`config.mk`:
```
export PLATFORM = sky130hd
export DESIGN_NAME = gcb_register_bank
export DESIGN_NICKNAME = d
export VERILOG_FILES = /design/src/hw/gcb_pkg.sv /design/src/hw/gcb_pin_sync.sv /design/src/hw/gcb_register_bank.sv
export SDC_FILE = /design/constraint.sdc
export NUM_CORES = 1
export LEC_CHECK = 0
export ABC_AREA = 1
export BUFFER_PORTS_ARGS = -buffer_cell sky130_fd_sc_hd__buf_4
export CORE_MARGIN = 2
export CORE_UTILIZATION = 49
export DETAILED_ROUTE_END_ITERATION = 6
export HOLD_SLACK_MARGIN = 0.05
export PLACE_DENSITY = 0.81
export SLEW_MARGIN = 15
export SYNTH_ARGS = -nofsm -noshare
export SYNTH_HDL_FRONTEND = slang
export SYNTH_SLANG_ARGS = --single-unit
```
`constraint.sdc`:
```
create_clock -name clk -period 8.03 [get_ports clk]
set_input_delay 1.2045 -clock clk [delete_from_list [all_inputs] [get_ports clk]]
set_output_delay 1.2045 -clock clk [all_outputs]
set_load 0.02 [all_outputs]
```
`src/hw/gcb_pkg.sv`:
```
`default_nettype none
package gcb_pkg;

  // ****************************************
  // register addresses
  // ****************************************
  localparam int ADDR_W = 7;
  localparam int REG_W  = 8;
  localparam logic [6:0] A_DEVICE_IDENT_CODE     = 7'h0f;
  localparam logic [6:0] A_RATE_AXIS_POWER_CTRL  = 7'h20;
  localparam logic [6:0] A_HIGHPASS_CTRL         = 7'h21;
  localparam logic [6:0] A_PIN_EVENT_ROUTE_CTRL  = 7'h22;
  localparam logic [6:0] A_SCALE_FORMAT_CTRL     = 7'h23;
  localparam logic [6:0] A_FILTER_PATH_QUEUE_CTRL = 7'h24;
  localparam logic [6:0] A_FILTER_REFERENCE_VALUE = 7'h25;
  localparam logic [6:0] A_TEMPERATURE_OUT       = 7'h26;
  localparam logic [6:0] A_SAMPLE_STATUS         = 7'h27;
  localparam logic [6:0] A_RATE_X_LOW            = 7'h28;
  localparam logic [6:0] A_RATE_X_HIGH           = 7'h29;
  localparam logic [6:0] A_RATE_Y_LOW            = 7'h2a;
  localparam logic [6:0] A_RATE_Y_HIGH           = 7'h2b;
  localparam logic [6:0] A_RATE_Z_LOW            = 7'h2c;
  localparam logic [6:0] A_RATE_Z_HIGH           = 7'h2d;
  localparam logic [6:0] A_QUEUE_CTRL            = 7'h2e;
  localparam logic [6:0] A_QUEUE_STATUS          = 7'h2f;
  localparam logic [6:0] A_EVENT_CONFIG          = 7'h30;
  localparam logic [6:0] A_EVENT_SOURCE          = 7'h31;
  localparam logic [6:0] A_THRESHOLD_X_HIGH      = 7'h32;
  localparam logic [6:0] A_THRESHOLD_X_LOW       = 7'h33;
  localparam logic [6:0] A_THRESHOLD_Y_HIGH      = 7'h34;
  localparam logic [6:0] A_THRESHOLD_Y_LOW       = 7'h35;
  localparam logic [6:0] A_THRESHOLD_Z_HIGH      = 7'h36;
  localparam logic [6:0] A_THRESHOLD_Z_LOW       = 7'h37;
  localparam logic [6:0] A_EVENT_MIN_DURATION    = 7'h38;

  // ****************************************
  // writable slots and reset values
  // ****************************************
  localparam int NUM_RW = 15;
  localparam logic [6:0] RW_ADDR [NUM_RW] = '{
    A_RATE_AXIS_POWER_CTRL, A_HIGHPASS_CTRL, A_PIN_EVENT_ROUTE_CTRL,
    A_SCALE_FORMAT_CTRL, A_FILTER_PATH_QUEUE_CTRL, A_FILTER_REFERENCE_VALUE,
    A_QUEUE_CTRL, A_EVENT_CONFIG, A_THRESHOLD_X_HIGH, A_THRESHOLD_X_LOW,
    A_THRESHOLD_Y_HIGH, A_THRESHOLD_Y_LOW, A_THRESHOLD_Z_HIGH,
    A_THRESHOLD_Z_LOW, A_EVENT_MIN_DURATION};
  localparam int S_RATE  = 0;
  localparam int S_HP    = 1;
  localparam int S_ROUTE = 2;
  localparam int S_PATH  = 4;
  localparam logic [7:0] RST_RATE_CTRL  = 8'h07;
  localparam logic [7:0] RST_CTRL_OTHER = 8'h00;
  localparam logic [NUM_RW-1:0][7:0] RST_REGS = {{(NUM_RW-1){RST_CTRL_OTHER}}, RST_RATE_CTRL};

  // ****************************************
  // field positions
  // ****************************************
  localparam int RATE_HI = 7;
  localparam int RATE_LO = 6;
  localparam int BW_HI   = 5;
  localparam int BW_LO   = 4;
  localparam int PWR_BIT = 3;
  localparam int AXIS_HI = 2;
  localparam int AXIS_LO = 0;
  localparam int BOOTV_HI = 7;
  localparam int BOOTV_LO = 6;
  localparam int HPM_HI  = 5;
  localparam int HPM_LO  = 4;
  localparam int HIGHPASS_CUTOFF_FIELD_HI = 3;
  localparam int HIGHPASS_CUTOFF_FIELD_LO = 0;
  localparam int R_P1_EVENT = 7;
  localparam int R_P1_BOOT  = 6;
  localparam int R_P1_LOW   = 5;
  localparam int R_DRIVE_OD = 4;
  localparam int R_P2_NEW   = 3;
  localparam int R_P2_MARK  = 2;
  localparam int R_P2_OVER  = 1;
  localparam int R_P2_EMPTY = 0;
  localparam int REBOOT_BIT = 7;
  localparam logic [1:0] BOOT_LOADED_VALUE = 2'h0;
  localparam logic [1:0] HPM_RESET_ON_READ = 2'h0;
  localparam logic [3:0] HIGHPASS_CUTOFF_FIELD_LAST_CODE    = 4'h9;

  // ****************************************
  // decode tables
  // ****************************************
  localparam logic [9:0] ODR_HZ [4] = '{10'h064, 10'h0c8, 10'h190, 10'h320};
  // low-pass cut-off in tenths of a hertz, indexed by {rate, bandwidth}
  localparam logic [10:0] LP_DHZ [16] = '{
    11'h07d, 11'h0fa, 11'h0fa, 11'h0fa, 11'h07d, 11'h0fa, 11'h1f4, 11'h2bc,
    11'h0c8, 11'h0fa, 11'h1f4, 11'h44c, 11'h12c, 11'h15e, 11'h1f4, 11'h44c};
  // high-pass cut-off in hundredths of a hertz, indexed by {code, rate}
  localparam logic [12:0] HP_CHZ [40] = '{
    13'h0320, 13'h05dc, 13'h0bb8, 13'h15e0, 13'h0190, 13'h0320, 13'h05dc, 13'h0bb8,
    13'h00c8, 13'h0190, 13'h0320, 13'h05dc, 13'h0064, 13'h00c8, 13'h0190, 13'h0320,
    13'h0032, 13'h0064, 13'h00c8, 13'h0190, 13'h0014, 13'h0032, 13'h0064, 13'h00c8,
    13'h000a, 13'h0014, 13'h0032, 13'h0064, 13'h0005, 13'h000a, 13'h0014, 13'h0032,
    13'h0002, 13'h0005, 13'h000a, 13'h0014, 13'h0001, 13'h0002, 13'h0005, 13'h000a};

  // ****************************************
  // types
  // ****************************************
  typedef enum logic [1:0] {SPI_IDLE, SPI_CMD, SPI_DATA} gcb_spi_state_type;
  typedef enum logic [1:0] {PWR_DOWN, PWR_SLEEP, PWR_NORMAL} gcb_power_mode_type;
  typedef struct packed {
    logic [9:0]         sample_rate_hz;
    logic [10:0]        lowpass_dhz;
    gcb_power_mode_type power_mode;
    logic [2:0]         axis_enable;
    logic [1:0]         hp_mode;
    logic [12:0]        hp_cutoff_chz;
  } gcb_cfg_type;
  localparam gcb_cfg_type RST_CFG = '{sample_rate_hz: ODR_HZ[0], lowpass_dhz: LP_DHZ[0],
    power_mode: PWR_DOWN, axis_enable: 3'h0, hp_mode: 2'h0, hp_cutoff_chz: HP_CHZ[0]};
  typedef struct packed {
    logic [7:0]  temperature_out;
    logic [7:0]  sample_status;
    logic [15:0] rate_x;
    logic [15:0] rate_y;
    logic [15:0] rate_z;
    logic [7:0]  queue_status;
    logic [7:0]  event_source;
  } gcb_ro_data_type;
  typedef struct packed {
    logic int_event;
    logic new_sample;
    logic level_mark;
    logic overflow;
    logic drained;
  } gcb_events_type;

endpackage : gcb_pkg
`default_nettype wire

```
`src/hw/gcb_pin_sync.sv`:
```
`timescale 1ns/1ps
`default_nettype none
module gcb_pin_sync #(
  parameter int WIDTH = 3
) (
  input  wire logic             clk,
  input  wire logic             srst,
  input  wire logic [WIDTH-1:0] raw,
  output logic      [WIDTH-1:0] level,
  output logic      [WIDTH-1:0] rise,
  output logic      [WIDTH-1:0] fall
);
  typedef struct packed {
    logic [WIDTH-1:0] s1;
    logic [WIDTH-1:0] s2;
    logic [WIDTH-1:0] s3;
  } gcb_sync_state_type;
  gcb_sync_state_type st;
  gcb_sync_state_type next_st;

  // the first stage feeds only the second; edges come from stages two and three
  always_comb begin
    next_st    = st;
    next_st.s1 = raw;
    next_st.s2 = st.s1;
    next_st.s3 = st.s2;
  end

  always_ff @(posedge clk) begin
    if (srst) begin
      st <= '1;
    end else begin
      st <= next_st;
    end
  end

  assign level = st.s2;
  assign rise  = st.s2 & ~st.s3;
  assign fall  = ~st.s2 & st.s3;
endmodule : gcb_pin_sync
`default_nettype wire

```
`src/hw/gcb_register_bank.sv`:
```
// Notes on behaviour
// - registers are bytes at seven-bit addresses
// - control locations writable, status locations read-only
// - reset: rate control 07, others 00
// - boot reload restores the factory field of high-pass control automatically
// - rate field selects 100/200/400/800 Hz
// - rate and bandwidth select low-pass cut-off
// - power bit and axes select operating mode
// - per-axis enables, default on
// - high-pass mode field decoding, reset-on-read
// - cut-off code and rate select high-pass
// - pin one carries events only when enabled
// - boot status routed to pin one
// - polarity bit inverts pin one
// - drive bit selects push-pull or open-drain
// - new sample routed to pin two
// - watermark routed to pin two
// - overrun routed to pin two
// - queue empty routed to pin two
// - multi-byte access increments from start address
// - step bit selects fixed or incrementing address
`timescale 1ns/1ps
`default_nettype none
module gcb_register_bank #(
  parameter logic [7:0] DEVICE_IDENT = 8'h5a,  // arbitrary value
  parameter int         BOOT_CYCLES  = 16
) (
  input  wire logic                     clk,
  input  wire logic                     srst,
  input  wire logic                     spi_cs_n,
  input  wire logic                     spc,
  input  wire logic                     sdi,
  input  wire gcb_pkg::gcb_ro_data_type ro_data,
  input  wire gcb_pkg::gcb_events_type  events,
  output gcb_pkg::gcb_cfg_type          cfg,
  output logic [gcb_pkg::NUM_RW-1:0][7:0] ctrl_regs,
  output logic                          boot_busy,
  output logic                          filter_reset,
  output logic                          sdo_out,
  output logic                          sdo_oe,
  output logic                          event_pin_one_out,
  output logic                          event_pin_one_oe,
  output logic                          event_pin_two_out,
  output logic                          event_pin_two_oe
);
  import gcb_pkg::*;

  localparam int BOOT_W = $clog2(BOOT_CYCLES + 1);

  typedef struct packed {
    gcb_spi_state_type         fsm;
    logic [2:0]                bitcnt;
    logic [7:0]                shin;
    logic [7:0]                shout;
    logic                      rw;
    logic                      step;
    logic [6:0]                addr;
    logic                      wr_stb;
    logic                      rd_stb;
    logic [NUM_RW-1:0][7:0]    regs;
    gcb_cfg_type               cfg;
    logic [BOOT_W-1:0]         boot_cnt;
    logic                      filter_reset;
    logic                      sdo_out;
    logic                      sdo_oe;
    logic                      p1_out;
    logic                      p1_oe;
    logic                      p2_out;
    logic                      p2_oe;
  } gcb_bank_state_type;

  // power-up runs a boot reload, so the counter starts loaded
  localparam gcb_bank_state_type RST_ST = '{fsm: SPI_IDLE, bitcnt: 3'h0, shin: 8'h00,
    shout: 8'h00, rw: 1'b0, step: 1'b0, addr: 7'h00, wr_stb: 1'b0, rd_stb: 1'b0,
    regs: RST_REGS, cfg: RST_CFG, boot_cnt: BOOT_W'(BOOT_CYCLES), filter_reset: 1'b0,
    sdo_out: 1'b0, sdo_oe: 1'b0, p1_out: 1'b0, p1_oe: 1'b1, p2_out: 1'b0, p2_oe: 1'b1};

  gcb_bank_state_type st;
  gcb_bank_state_type next_st;

  // ****************************************
  // serial pin synchronisers
  // ****************************************
  logic [2:0] pin_level;
  logic [2:0] pin_rise;
  logic [2:0] pin_fall;

  gcb_pin_sync #(
    .WIDTH (3)
  ) u_sync (
    .clk   (clk),
    .srst  (srst),
    .raw   ({spi_cs_n, spc, sdi}),
    .level (pin_level),
    .rise  (pin_rise),
    .fall  (pin_fall)
  );

  logic cs_n_s;
  logic sdi_s;
  logic spc_rise;
  logic spc_fall;
  assign cs_n_s   = pin_level[2];
  assign sdi_s    = pin_level[0];
  assign spc_rise = pin_rise[1];
  assign spc_fall = pin_fall[1];

  // ****************************************
  // read path
  // ****************************************
  function automatic logic [7:0] rd_byte(input logic [6:0] a,
                                         input logic [NUM_RW-1:0][7:0] r,
                                         input gcb_ro_data_type d);
    logic [7:0] v;
    v = 8'h00;
    for (int i = 0; i < NUM_RW; i++) begin
      if (a == RW_ADDR[i]) begin
        v = r[i];
      end
    end
    case (a)
      A_DEVICE_IDENT_CODE: v = DEVICE_IDENT;
      A_TEMPERATURE_OUT:   v = d.temperature_out;
      A_SAMPLE_STATUS:     v = d.sample_status;
      A_RATE_X_LOW:        v = d.rate_x[7:0];
      A_RATE_X_HIGH:       v = d.rate_x[15:8];
      A_RATE_Y_LOW:        v = d.rate_y[7:0];
      A_RATE_Y_HIGH:       v = d.rate_y[15:8];
      A_RATE_Z_LOW:        v = d.rate_z[7:0];
      A_RATE_Z_HIGH:       v = d.rate_z[15:8];
      A_QUEUE_STATUS:      v = d.queue_status;
      A_EVENT_SOURCE:      v = d.event_source;
      default: ;
    endcase
    return v;
  endfunction : rd_byte

  // ****************************************
  // configuration decode
  // ****************************************
  function automatic gcb_cfg_type decode_cfg(input logic [7:0] rate_reg,
                                             input logic [7:0] hp_reg,
                                             input gcb_cfg_type prev);
    gcb_cfg_type c;
    logic [1:0]  dr;
    logic [3:0]  code;
    c    = prev;
    dr   = rate_reg[RATE_HI:RATE_LO];
    code = hp_reg[HIGHPASS_CUTOFF_FIELD_HI:HIGHPASS_CUTOFF_FIELD_LO];
    c.sample_rate_hz = ODR_HZ[dr];
    c.lowpass_dhz    = LP_DHZ[{dr, rate_reg[BW_HI:BW_LO]}];
    if (!rate_reg[PWR_BIT]) begin
      c.power_mode = PWR_DOWN;
    end else if (rate_reg[AXIS_HI:AXIS_LO] == 3'h0) begin
      c.power_mode = PWR_SLEEP;
    end else begin
      c.power_mode = PWR_NORMAL;
    end
    c.axis_enable = rate_reg[PWR_BIT] ? rate_reg[AXIS_HI:AXIS_LO] : 3'h0;
    c.hp_mode = hp_reg[HPM_HI:HPM_LO];
    // undefined codes keep the last valid cut-off rather than guess one
    if (code <= HIGHPASS_CUTOFF_FIELD_LAST_CODE) begin
      c.hp_cutoff_chz = HP_CHZ[{code, dr}];
    end
    return c;
  endfunction : decode_cfg

  // ****************************************
  // next state
  // ****************************************
  logic [7:0] wbyte;
  logic       p1_level;
  logic       p1_value;
  logic       p2_value;
  logic       drive_od;

  always_comb begin
    next_st              = st;
    next_st.wr_stb       = 1'b0;
    next_st.rd_stb       = 1'b0;
    next_st.filter_reset = 1'b0;
    wbyte                = {st.shin[6:0], sdi_s};

    // serial frame: command byte, then data bytes of eight clocks
    case (st.fsm)
      SPI_IDLE: begin
        next_st.bitcnt = 3'h0;
        next_st.sdo_oe = 1'b0;
        if (!cs_n_s) begin
          next_st.fsm = SPI_CMD;
        end
      end
      SPI_CMD: begin
        if (spc_rise) begin
          next_st.shin   = wbyte;
          next_st.bitcnt = 3'(st.bitcnt + 3'h1);
          if (st.bitcnt == 3'h7) begin
            next_st.rw     = wbyte[7];
            next_st.step   = wbyte[6];
            next_st.addr   = {1'b0, wbyte[5:0]};
            next_st.rd_stb = wbyte[7];
            next_st.fsm    = SPI_DATA;
          end
        end
      end
      SPI_DATA: begin
        if (spc_rise) begin
          next_st.shin   = wbyte;
          next_st.bitcnt = 3'(st.bitcnt + 3'h1);
          if (st.bitcnt == 3'h7) begin
            if (st.rw) begin
              next_st.rd_stb = 1'b1;
              if (st.step) begin
                next_st.addr = 7'(st.addr + 7'h01);
              end
            end else begin
              next_st.wr_stb = 1'b1;
            end
          end
        end
        if (spc_fall && st.rw) begin
          next_st.sdo_out = st.shout[7];
          next_st.shout   = {st.shout[6:0], 1'b0};
          next_st.sdo_oe  = 1'b1;
        end
      end
      default: begin
        next_st.fsm = SPI_IDLE;
      end
    endcase
    if (cs_n_s) begin
      next_st.fsm    = SPI_IDLE;
      next_st.sdo_oe = 1'b0;
    end

    // register access one cycle after the byte completes
    if (st.rd_stb) begin
      next_st.shout = rd_byte(st.addr, st.regs, ro_data);
      if (st.addr == A_FILTER_REFERENCE_VALUE &&
          st.regs[S_HP][HPM_HI:HPM_LO] == HPM_RESET_ON_READ) begin
        next_st.filter_reset = 1'b1;
      end
    end
    if (st.wr_stb) begin
      // read-only and unmapped locations drop the write
      for (int i = 0; i < NUM_RW; i++) begin
        if (st.addr == RW_ADDR[i]) begin
          next_st.regs[i] = st.shin;
        end
      end
      if (st.step) begin
        next_st.addr = 7'(st.addr + 7'h01);
      end
      if (st.addr == A_FILTER_PATH_QUEUE_CTRL && st.shin[REBOOT_BIT]) begin
        next_st.boot_cnt = BOOT_W'(BOOT_CYCLES);
      end
    end

    // boot reload: factory field restored, reboot request self-clears
    if (st.boot_cnt != '0) begin
      next_st.boot_cnt = BOOT_W'(st.boot_cnt - 1'b1);
      next_st.regs[S_HP][BOOTV_HI:BOOTV_LO] = BOOT_LOADED_VALUE;
      if (st.boot_cnt == BOOT_W'(1)) begin
        next_st.regs[S_PATH][REBOOT_BIT] = 1'b0;
      end
    end

    next_st.cfg = decode_cfg(next_st.regs[S_RATE], next_st.regs[S_HP], st.cfg);

    // ****************************************
    // event pins
    // ****************************************
    p1_level = (st.regs[S_ROUTE][R_P1_EVENT] & events.int_event) |
               (st.regs[S_ROUTE][R_P1_BOOT] & (st.boot_cnt != '0));
    p1_value = p1_level ^ st.regs[S_ROUTE][R_P1_LOW];
    p2_value = (st.regs[S_ROUTE][R_P2_NEW] & events.new_sample) |
               (st.regs[S_ROUTE][R_P2_MARK] & events.level_mark) |
               (st.regs[S_ROUTE][R_P2_OVER] & events.overflow) |
               (st.regs[S_ROUTE][R_P2_EMPTY] & events.drained);
    drive_od = st.regs[S_ROUTE][R_DRIVE_OD];
    // open-drain only pulls low; a high level is left to the pull-up
    next_st.p1_out = drive_od ? 1'b0 : p1_value;
    next_st.p1_oe  = drive_od ? ~p1_value : 1'b1;
    next_st.p2_out = drive_od ? 1'b0 : p2_value;
    next_st.p2_oe  = drive_od ? ~p2_value : 1'b1;
  end

  always_ff @(posedge clk) begin
    if (srst) begin
      st <= RST_ST;
    end else begin
      st <= next_st;
    end
  end

  assign cfg               = st.cfg;
  assign ctrl_regs         = st.regs;
  assign boot_busy         = (st.boot_cnt != '0);
  assign filter_reset      = st.filter_reset;
  assign sdo_out           = st.sdo_out;
  assign sdo_oe            = st.sdo_oe;
  assign event_pin_one_out = st.p1_out;
  assign event_pin_one_oe  = st.p1_oe;
  assign event_pin_two_out = st.p2_out;
  assign event_pin_two_oe  = st.p2_oe;
endmodule : gcb_register_bank
`default_nettype wire

```
==> reports/metrics.yaml <==
setup_path:
  cp.required_ns: 8.40
  arrival_ns: 3.95
  path_cells: "clkinv_1 > nor2_4 > inv_2 > o21ai_4 > inv_2 > ha_1 > o21ai_1 > nor2_1 > inv_1 > a21oi_1 > o32ai_1 > a21oi_1"
  crit_path_end_kind: "register"
  rr_startpoint: "st[174]"
  critPathLaunchType: "register"
  critPathKind: "reg2reg"
  rrSetupSlack_ns: 4.46
  worst_path_largest_cell_delay_ns: 0.82
  crit_slowest_cell: "dfxtp_1"
  r2r_cells: 12
  r2r-end: "cfg[4]"
  crit_fanout: 24
  endpoint: "cfg[4]"
  cp-startpoint: "st[174]"
place:
  io_buffers: 256
  dpl.cell_count: 1884
  gp_congestion: 0.902
  dp_hpwl_microns: 24000
  preCtsSetupSlack_ns: 4.53
yosys:
  yosys.area_share.simple_pct: 21.3
  seq_area_frac_synth_pct: 36.8
  ys.flop_type: "dfxtp_1"
  avgSynthCellArea_sq_um: 7.21
  ys_types: 55
  synth_edf_count: 0
  yosys.area_share.adder_pct: 2.11
  synth_compound_area_share_pct: 20.8
  synth_seq_cells: 207
  async_reset_ff_share_pct: 0
  synth_area_sq_mm: 0.0113
  synthXorXnorAreaFrac_pct: 0.156
  yosys_warnings: 0
  synth_top_family_by_area: "simple AND/OR/NAND/NOR gates"
  synthMuxAreaShare_pct: 0
  synth_cells: 1563
clock_tree:
  holdBufCountCts: 0
  cts-root-buf: "clkbuf_16"
  clock_latency_ns: 0.51
  cts_buffers: 22
  htree_levels: 1
  cts_tree: "built"
  post-cts-setup-buffers: 0
  cts_resized: 0
  clkTransAtPathRegs_ns: 0.06
  cts.sinks: 207
  cts_buffer_depth: 3
grt:
  grt_remaining_overflow: 0
  grt_max_degree: 121
  antenna_found_initial: 0
  grt_pass1_wl_microns: 50500
  grt_pass1_vias: 9453
  grt.total_usage_pct: 25.8
timing:
  worst_slew_pin_slew_ns: 1.09
  hold_viol: 0
  slew_violations: 0
  relSlewSlack_pct: 27.3
  rsz0062_at_grt: "false"
  setup_viol: 0
  layout_setup_ws_ns: 4.46
  fin_crit_sh_pct: 44.5
  final.setup.tns_ns: 0
  skew_ns: 0.0231
  period_needed_ns: 3.57
  hold_slack_ns: 0.391
  max_freq_mhz: 280
floorplan:
  die_area_sq_mm: 0.0242
  die_height_microns: 156
  ios: 259
  core.rowCount: 55
  core_area_sq_mm: 0.0226
  start_util_pct: 49.9
  die_w_microns: 156
power_and_ir_drop:
  pwr-share-seq_pct: 49.9
  comb_power_share_pct: 4.7
  power.density_mw_per_mm2: 165
  p_sw_share_pct: 22.4
  ir_drop_uv: 120
  clkPwrFrac_pct: 45.4
  leakage_uw: 0.00564
  intPower_uw: 1630
  p_sw_uw: 470
routing:
  drc: 0
  vias: 10500
  ant_nets: 0
  dr.first_iter.drc_count: 815
  wire_per_inst_microns: 17.2
  dr.pass1.iters: 5
  post_drt_via_cell_ratio: 5.47
  totalWireLength_microns: 32900
min_path:
  hold_path_class: "reg2reg"
  min_path_cells: 1
final_layout:
  fillers: 2099
  n_antenna_cell: 0
  area_delta_synth_final_pct: 13.0
  instances_no_fill: 1921
  drive_gt1_share_pct: 21.8
  final_nets: 1732
status:
  status: "completed"
job:
  max_cap_viol_count: 0
## cell type report
class	count	area, sq um	share of cell area, %
multi-input combinational	971	5010	39.3
tap	285	357	2.80
clock buffer	30	621	4.88
sequential	207	4140	32.6
clock inverter	7	48.8	0.384
inverter	164	618	4.86
timing repair buffer	257	1930	15.2
## metal layers
metal  part of all wire [%]  track usage, %
met3                    8.3            4.94
met1                     43            35.6
met5                      0               0
met2                     46            41.4
met4                    2.3            6.77
## synth_stat cells (8+ instances only)
cell type  count  area share [%]
nor2_1       125             4.2
dfxtp_1      207              37
o21ai_0      159             7.1
nand2_1      261             8.7
nand3_1       77             3.4
a21oi_1      161             7.2
inv_2         12            0.40
nor4_1         8            0.44
clkinv_1      10            0.33
buf_2          9            0.40
o211ai_1       8            0.53
a22o_1        12            0.93
a221oi_1      19             1.5
clkbuf_1      40             1.3
buf_4        164              11
inv_1        141             4.7
nor3_1        12            0.53
o21ai_1        8            0.36
or2_2         21             1.2
ha_1          19             2.1
## cell families (layout without fill, tap and decap cells)
group,count (synthesis),in the layout
other,1,2
adders and majority gates,19,19
xor gates and xnor gates,2,2
and+or+nand+nor,539,539
buffers and inverters,386,458
DFF,207,207
AOI/OAI and AO/OA,409,409
## cells in the final DEF (no fill, tap or decap), types with 19 or more instances in the layout
cell type and n:
dfxtp_1 207, or2_2 21, nand3_1 77, buf_4 257
inv_1 140, a221oi_1 19, a21oi_1 161, nor2_1 125
ha_1 19, clkbuf_16 22, nand2_1 261, o21ai_0 159
## worst min-delay path by stage
stage / from / to
floorplan: u_sync.next_st[3] / u_sync.level[0]
global placement: u_sync.next_st[4] / u_sync.level[1]
detailed placement: u_sync.next_st[4] / u_sync.level[1]
CTS: u_sync.next_st[3] / u_sync.level[0]
global route: u_sync.next_st[3] / u_sync.level[0]
finish: u_sync.next_st[3] / u_sync.level[0]
## registers in the layout (all words and copies together), names as in the netlist
name and cells:
event_pin_one_out 1, sdo_oe 1, cfg 37, u_sync.st 1, filter_reset 1, event_pin_one_oe 1, u_sync.next_st 3, event_pin_two_oe 1
ctrl_regs 119, sdo_out 1, st 37, u_sync.level 3, event_pin_two_out 1
## stage by stage
step | util (%) | total power, uW | instance area, sq um
after floorplan | - | 1120 | 11300
final | 56.4 | 2100 | 12700
after detailed placement | 53.4 | 1170 | 12100
after global routing | 56.4 | 2160 | 12700
after CTS | 56.4 | 2110 | 12700
after global placement | 53.4 | 1170 | 12100
## worst max-delay path, delay by kind of cell (launching register included)
kind | cells | cell delay (ns)
buffers and inverters | 4 | 0.95
flip-flops | 1 | 0.82
adder cells (fa/ha/maj) | 1 | 0.34
AO/OA/AOI/OAI | 5 | 0.86
AND/OR/NAND/NOR | 2 | 0.44
## power by group through the flow
stage / clock network [uW] / registers [uW] / logic (uW)
finish: 952 / 1050 / 98.4
CTS: 964 / 1050 / 98.8
global placement: 0 / 1070 / 96.2
detailed placement: 0 / 1070 / 98.4
global route: 1000 / 1050 / 109
floorplan: 0 / 1070 / 52.8
(Power assumes the default switching activity.)
